[src/pkg/ebp_pkg.sv]
// Operation
// - eight independent pins; bit n of every register controls pin n
// - direction bit 0 means output, 1 means input; resets to output
// - output mode drives the level bit, shaped by the driver style
// - level read returns the written value for output pins
// - level read returns the sampled pin level for input pins
// - output style codes: 00 hi-z, 01 p open drain, 10 n open drain, 11 push-pull
// - input codes: 00 none, 01 pull-down, 10 pull-up, 11 none
// - config bits form two 8-bit arrays, one per config register
// - reset clears all four registers: every pin hi-z output
// - config registers reachable as bytes or one 16-bit word at the lower address
// - each pin may also carry one analog converter input
package ebp_pkg;
	localparam int PINS = 8;
	localparam int ADDR_W = 18;
	// register indices; byte address is four times the index
	localparam logic [15:0] IDX_LEVEL = 16'hF230;
	localparam logic [15:0] IDX_DIR = 16'hF231;
	localparam logic [15:0] IDX_CFG_LO = 16'hF232;
	localparam logic [15:0] IDX_CFG_HI = 16'hF233;
	localparam logic [7:0] RST_REG = 8'h00;
	localparam logic [1:0] CFG_HIZ = 2'h0;
	localparam logic [1:0] CFG_POD = 2'h1;
	localparam logic [1:0] CFG_NOD = 2'h2;
	localparam logic [1:0] CFG_CMOS = 2'h3;
	localparam logic [1:0] RESP_OKAY = 2'h0;
	localparam logic [1:0] RESP_SLVERR = 2'h2;
endpackage

[src/design/ebp_port.sv]
`timescale 1ns/10ps
`default_nettype none
module ebp_port
	import ebp_pkg::*;
(
	// clock and reset
	input  wire logic              aclk,
	input  wire logic              aresetn,
	// axi4-lite write
	input  wire logic [ADDR_W-1:0] s_axi_awaddr,
	input  wire logic              s_axi_awvalid,
	output logic                   s_axi_awready,
	input  wire logic [31:0]       s_axi_wdata,
	input  wire logic [3:0]        s_axi_wstrb,
	input  wire logic              s_axi_wvalid,
	output logic                   s_axi_wready,
	output logic [1:0]             s_axi_bresp,
	output logic                   s_axi_bvalid,
	input  wire logic              s_axi_bready,
	// axi4-lite read
	input  wire logic [ADDR_W-1:0] s_axi_araddr,
	input  wire logic              s_axi_arvalid,
	output logic                   s_axi_arready,
	output logic [31:0]            s_axi_rdata,
	output logic [1:0]             s_axi_rresp,
	output logic                   s_axi_rvalid,
	input  wire logic              s_axi_rready,
	// pins
	input  wire logic [PINS-1:0]   pin_in,
	output logic [PINS-1:0]        pin_out,
	output logic [PINS-1:0]        pin_oe,
	output logic [PINS-1:0]        pull_up_en,
	output logic [PINS-1:0]        pull_down_en,
	// analog converter may sample the pin
	output logic [PINS-1:0]        analog_input_line
);

////////////////////////////////////////////////////////////////////////////////
	logic [7:0]        level_q;
	logic [7:0]        dir_q;
	logic [7:0]        cfg_lo_q;
	logic [7:0]        cfg_hi_q;
	logic [7:0]        sync1_q;
	logic [7:0]        sync2_q;
	logic              aw_have_q;
	logic              w_have_q;
	logic              aw_have_d;
	logic              w_have_d;
	logic [15:0]       aw_idx_q;
	logic [31:0]       wdata_q;
	logic [3:0]        wstrb_q;
	logic              do_wr;
	logic              rvalid_d;
	logic [15:0]       ar_idx;
	logic [7:0]        level_view;

	assign do_wr = aw_have_q & w_have_q & ~s_axi_bvalid;
	assign ar_idx = s_axi_araddr[ADDR_W-1:2];

////////////////////////////////////////////////////////////////////////////////
	// two flops before anything looks at the pins
	always_ff @(posedge aclk) begin
		if (!aresetn) begin
			sync1_q <= 8'h00;
			sync2_q <= 8'h00;
		end else begin
			sync1_q <= pin_in;
			sync2_q <= sync1_q;
		end
	end

	// output pins read back the stored bit, input pins the synchronised level
	assign level_view = (level_q & ~dir_q) | (sync2_q & dir_q);

////////////////////////////////////////////////////////////////////////////////
	// write channel capture; address and data may come in either order
	always_comb begin
		aw_have_d = (aw_have_q | (s_axi_awvalid & s_axi_awready)) & ~do_wr;
		w_have_d = (w_have_q | (s_axi_wvalid & s_axi_wready)) & ~do_wr;
	end

	always_ff @(posedge aclk) begin
		if (!aresetn) begin
			aw_have_q <= 1'b0;
			w_have_q <= 1'b0;
			s_axi_awready <= 1'b0;
			s_axi_wready <= 1'b0;
			aw_idx_q <= 16'h0000;
			wdata_q <= 32'h0000_0000;
			wstrb_q <= 4'h0;
		end else begin
			aw_have_q <= aw_have_d;
			w_have_q <= w_have_d;
			s_axi_awready <= ~aw_have_d;
			s_axi_wready <= ~w_have_d;
			if (s_axi_awvalid && s_axi_awready) begin
				aw_idx_q <= s_axi_awaddr[ADDR_W-1:2];
			end
			if (s_axi_wvalid && s_axi_wready) begin
				wdata_q <= s_axi_wdata;
				wstrb_q <= s_axi_wstrb;
			end
		end
	end

	// register file; narrow registers sit in lane 0
	always_ff @(posedge aclk) begin
		if (!aresetn) begin
			level_q <= RST_REG;
			dir_q <= RST_REG;
			cfg_lo_q <= RST_REG;
			cfg_hi_q <= RST_REG;
		end else if (do_wr) begin
			if (aw_idx_q == IDX_LEVEL && wstrb_q[0]) begin
				level_q <= wdata_q[7:0];
			end
			if (aw_idx_q == IDX_DIR && wstrb_q[0]) begin
				dir_q <= wdata_q[7:0];
			end
			// word access at the lower address reaches both config bytes
			if (aw_idx_q == IDX_CFG_LO && wstrb_q[0]) begin
				cfg_lo_q <= wdata_q[7:0];
			end
			if (aw_idx_q == IDX_CFG_LO && wstrb_q[1]) begin
				cfg_hi_q <= wdata_q[15:8];
			end
			if (aw_idx_q == IDX_CFG_HI && wstrb_q[0]) begin
				cfg_hi_q <= wdata_q[7:0];
			end
		end
	end

	always_ff @(posedge aclk) begin
		if (!aresetn) begin
			s_axi_bvalid <= 1'b0;
			s_axi_bresp <= RESP_OKAY;
		end else if (do_wr) begin
			s_axi_bvalid <= 1'b1;
			if (aw_idx_q >= IDX_LEVEL && aw_idx_q <= IDX_CFG_HI) begin
				s_axi_bresp <= RESP_OKAY;
			end else begin
				s_axi_bresp <= RESP_SLVERR;
			end
		end else if (s_axi_bready) begin
			s_axi_bvalid <= 1'b0;
		end
	end

////////////////////////////////////////////////////////////////////////////////
	// read channel; one read in flight, answer one cycle after acceptance
	assign rvalid_d = (s_axi_rvalid & ~s_axi_rready) | (s_axi_arvalid & s_axi_arready);

	always_ff @(posedge aclk) begin
		if (!aresetn) begin
			s_axi_arready <= 1'b0;
			s_axi_rvalid <= 1'b0;
			s_axi_rdata <= 32'h0000_0000;
			s_axi_rresp <= RESP_OKAY;
		end else begin
			s_axi_arready <= ~rvalid_d;
			s_axi_rvalid <= rvalid_d;
			if (s_axi_arvalid && s_axi_arready) begin
				s_axi_rresp <= RESP_OKAY;
				unique case (ar_idx)
					IDX_LEVEL: s_axi_rdata <= {24'h000000, level_view};
					IDX_DIR: s_axi_rdata <= {24'h000000, dir_q};
					IDX_CFG_LO: s_axi_rdata <= {16'h0000, cfg_hi_q, cfg_lo_q};
					IDX_CFG_HI: s_axi_rdata <= {24'h000000, cfg_hi_q};
					default: begin
						s_axi_rdata <= 32'h0000_0000;
						s_axi_rresp <= RESP_SLVERR;
					end
				endcase
			end
		end
	end

////////////////////////////////////////////////////////////////////////////////
	// per-pin driver; all pin controls registered so they never glitch
	for (genvar n = 0; n < PINS; n++) begin : g_pin
		logic [1:0] cfg;
		assign cfg = {cfg_hi_q[n], cfg_lo_q[n]};
		always_ff @(posedge aclk) begin
			if (!aresetn) begin
				pin_out[n] <= 1'b0;
				pin_oe[n] <= 1'b0;
				pull_up_en[n] <= 1'b0;
				pull_down_en[n] <= 1'b0;
				analog_input_line[n] <= 1'b0;
			end else begin
				// converter use is only safe with the pin floating as hi-z output
				analog_input_line[n] <= ~dir_q[n] & (cfg == CFG_HIZ);
				pull_up_en[n] <= dir_q[n] & (cfg == CFG_NOD);
				pull_down_en[n] <= dir_q[n] & (cfg == CFG_POD);
				if (dir_q[n]) begin
					pin_out[n] <= 1'b0;
					pin_oe[n] <= 1'b0;
				end else begin
					unique case (cfg)
						CFG_HIZ: begin
							pin_out[n] <= 1'b0;
							pin_oe[n] <= 1'b0;
						end
						CFG_POD: begin
							pin_out[n] <= 1'b1;
							pin_oe[n] <= level_q[n];
						end
						CFG_NOD: begin
							pin_out[n] <= 1'b0;
							pin_oe[n] <= ~level_q[n];
						end
						CFG_CMOS: begin
							pin_out[n] <= level_q[n];
							pin_oe[n] <= 1'b1;
						end
					endcase
				end
			end
		end
	end
endmodule
`default_nettype wire

[config.mk]
export PLATFORM = sky130hd
export DESIGN_NAME = ebp_port
export DESIGN_NICKNAME = d
export VERILOG_FILES = /design/src/pkg/ebp_pkg.sv /design/src/design/ebp_port.sv
export SDC_FILE = /design/constraint.sdc
export NUM_CORES = 1
export LEC_CHECK = 0
export ABC_AREA = 1
export ABC_CLOCK_PERIOD_IN_PS = 3400
export BUFFER_PORTS_ARGS = -buffer_cell sky130_fd_sc_hd__buf_2
export CELL_PAD_IN_SITES_DETAIL_PLACEMENT = 2
export CELL_PAD_IN_SITES_GLOBAL_PLACEMENT = 2
export CORE_ASPECT_RATIO = 1.5
export CORE_UTILIZATION = 30
export CTS_CLUSTER_DIAMETER = 50
export DETAILED_ROUTE_END_ITERATION = 10
export PLACE_DENSITY_LB_ADDON = 0.1
export SETUP_SLACK_MARGIN = 0.02
export SYNTH_ARGS = -nofsm -noshare
export SYNTH_HDL_FRONTEND = slang
export SYNTH_SLANG_ARGS = --single-unit
[constraint.sdc]
create_clock -name aclk -period 3.4 [get_ports aclk]
set_input_delay 0.51 -clock aclk [delete_from_list [all_inputs] [get_ports aclk]]
set_output_delay 0.51 -clock aclk [all_outputs]
set_load 0.005 [all_outputs]
==> results.yml <==
pwr:
  cellLeakagePower_nw: 3.45
  p_int_w: 0.00296
  combPwrFrac_pct: 5.8
  vdd_ir_drop_max_mv: 0.255
  power_density_nw_per_um2: 547
  p_clk_share_pct: 48.3
  p_sw_share_pct: 24.9
  totalPowerFinal_w: 0.00394
  p_seq_share_pct: 45.9
  power.switching_w: 0.000980
worst_setup_path:
  critPathSlowestCell: "clkinv_1"
  crit_fanout: 19
  r2r_cells: 5
  cp_num_cells: 5
  crit_start: "s_axi_arready"
  r2r_slack_ns: 1.43
  cp.arrival_ns: 2.33
  crit_chain: "nand2_1 -> clkinv_1 -> a21oi_1 -> inv_1 -> nor2_1"
  crit_buf_inv: 2
  crit_family: "buffers and inverters"
  crit_end: "s_axi_arready"
  cp-end-kind: "register"
  cp_data_required_time_ns: 3.76
  reg2reg_from: "s_axi_arready"
  critical-path-max-stage-delay_ns: 0.63
  reg2reg_to: "s_axi_arready"
  start_kind: "register"
  path_class: "register to register"
synth:
  netlist_area_um2: 5810
  ys_top_cells_by_area: "dfxtp_1 (51%), nor2_1 (9.4%), nand2_1 (8.7%)"
  synth.avg_cell_area_um2: 7.54
  ys_warn_count: 0
  netlist_instances: 771
  synth_flop_cell: "dfxtp_1"
  synth_seq_cells: 147
  synth_top_area_share_pct: 50.6
  synth-seq-area-share_pct: 50.6
  yosysTopAreaCell: "dfxtp_1"
  synth_cell_types: 30
  async_reset_ff_share_pct: 0
  synth-edff-count: 0
worst_hold_path:
  hp-class: "input pin to register"
  hold_depth: 3
timing:
  final_hold_viol_count: 0
  tightest_slew_ns: 0.875
  rsz0062_at_grt: "no"
  setup_tns_ns: 0
  max_slew_margin_pct: 41.6
  maxSlewViolCount: 0
  min_period_ns: 1.97
  holdWs_ns: 0.265
  fmax_mhz: 508
  clock_skew_ns: 0.00830
  finalSetupViolCount: 0
  min_period_over_period_pct: 57.9
clocking:
  clk-insertion-delay-late_ns: 0.43
  cts.reportedPaths.clkPinSlew_ns: 0.07
  cts_tree: "built"
  htreeDepth: 4
  ctsResizeCount: 0
  numClockSinks: 147
  cts.path.max_buffers: 2
  cts_setup_buffers: 0
  cts_hold_buf: 0
  root_buffer: "clkbuf_16"
  numCtsBuffers: 17
drt:
  vias: 5413
  postRouteAntennaNets: 0
  drt_iter0_markers: 95
  wl_per_cell_um: 15.5
  drt_wl_total_um: 18000
  drc: 0
  viasPerCell: 4.65
  first_pass_iters: 4
global_route:
  grt_pass1_vias: 5757
  grt_overflow: 0
  grt_max_degree: 94
  track_usage_pct: 19.0
  grt_antenna_before_repair: 0
  grt_pass1_wl_um: 28700
place:
  gp_congestion: 0.760
  numPortBuffers: 127
  dpl.hpwl_um: 13500
  dp.cells: 1132
floorplan:
  die_w_um: 116
  dieArea_um2: 19900
  start_util_pct: 30.5
  rows: 62
  ios: 168
  die_h_um: 172
  core_area_um2: 19100
layout:
  fin_util_pct: 37.7
  syn_to_final_growth_pct: 23.8
  diodes: 0
  drive_gt1_share_pct: 21.1
  instances_no_fill: 1164
  nNetsFinal: 982
job:
  drv_cap: 0
run_status:
  status: "finished clean"
## area by class of cell
| type | instances | area [µm²] |
|---|---|---|
| clock buffers | 17 | 425 |
| clock inverters | 15 | 171 |
| fillers | 2292 | 11900 |
| inverters | 67 | 251 |
| multi-input cells | 528 | 2400 |
| flip-flops and latches | 147 | 2940 |
| well taps | 256 | 320 |
| repair buffers | 134 | 688 |
## logic make-up (layout without fill, tap and decap cells)
kind of cell,count (synthesis),after routing,synth area share [%]
compound gates,111,111,9.58
buf+inv,113,233,9.19
flops,147,147,50.6
other cells,1,18,0.0645
simple gates,399,399,30.5
## synthesized netlist by cell type, types with 2 or more instances
cell type and instances:
nand2_1 134, o21ai_1 8, o21ai_0 62, inv_2 3
inv_1 62, clkinv_1 2, buf_2 5, a21oi_1 40
nor2_1 145, nor3_1 34, or2_2 7, nand4_4 2
nand3_1 46, nand4_1 16, nor2_2 4, dfxtp_1 147
clkbuf_2 2, nor2_4 2, buf_6 3, nand2_2 3
clkbuf_1 15, buf_4 21
## worst reg2reg max path, stage by stage, from the launching register on
cell	delay, ns
dfxtp_1	0.31
nand2_1	0.43
clkinv_1	0.63
a21oi_1	0.34
inv_1	0.07
nor2_1	0.11
## routing by layer
layer / global-route usage, % / part of all wire, % / vias to the layer above
met5: 0 / 0 / -
met3: 3.68 / 3.1 / 28
li1: - / - / 2688
met2: 35.7 / 54 / 113
met1: 20.7 / 41 / 2584
met4: 7.02 / 2.1 / 0
## cells in the final DEF (no fill, tap or decap), drive strengths merged
master,instances
nor2,152
dfxtp,147
nand2,138
buf,134
inv,72
o21ai,70
nand3,48
a21oi,40
nor3,35
conb,18
nand4,18
clkbuf,17
or2,7
clkinv,5
clkinvlp,3
bufinv,2
and2,1
a31oi,1
## worst min path at each step
stage | startpoint | end | slack (ns)
after floorplan | sync1_q[0] | sync2_q[0] | 0.39
after global placement | sync1_q[7] | sync2_q[7] | 0.40
after detailed placement | sync1_q[3] | sync2_q[3] | 0.41
after CTS | pin_in[6] | sync1_q[6] | 0.25
after global routing | pin_in[6] | sync1_q[6] | 0.27
final | pin_in[6] | sync1_q[6] | 0.26
## registers in the layout, summed over array words and instances, names as in the netlist, 2 cells and up
signal	cells
pull_down_en	8
wdata_q	16
sync1_q	8
dir_q	8
cfg_lo_q	8
pull_up_en	8
analog_input_line	8
s_axi_rdata	16
sync2_q	8
pin_out	8
aw_idx_q	16
wstrb_q	2
cfg_hi_q	8
pin_oe	8
level_q	8
## power groups by stage
stage                     Combinational, W  Clock, W  Sequential [W]
after floorplan                   0.000153         0         0.00184
after global placement            0.000219         0         0.00184
after detailed placement          0.000231         0         0.00185
after CTS                         0.000233   0.00195         0.00181
after global routing              0.000262   0.00203         0.00181
final                             0.000227   0.00190         0.00181
## metrics by stage
stage          setup slack, ns  instance area [µm²]
2_1_floorplan             1.94                 5880
3_3_place_gp              1.16                 6600
3_5_place_dp              1.08                 6600
4_1_cts                   1.37                 7200
5_1_grt                   1.25                 7200
6_report                  1.43                 7200
(Power assumes the default switching activity.)
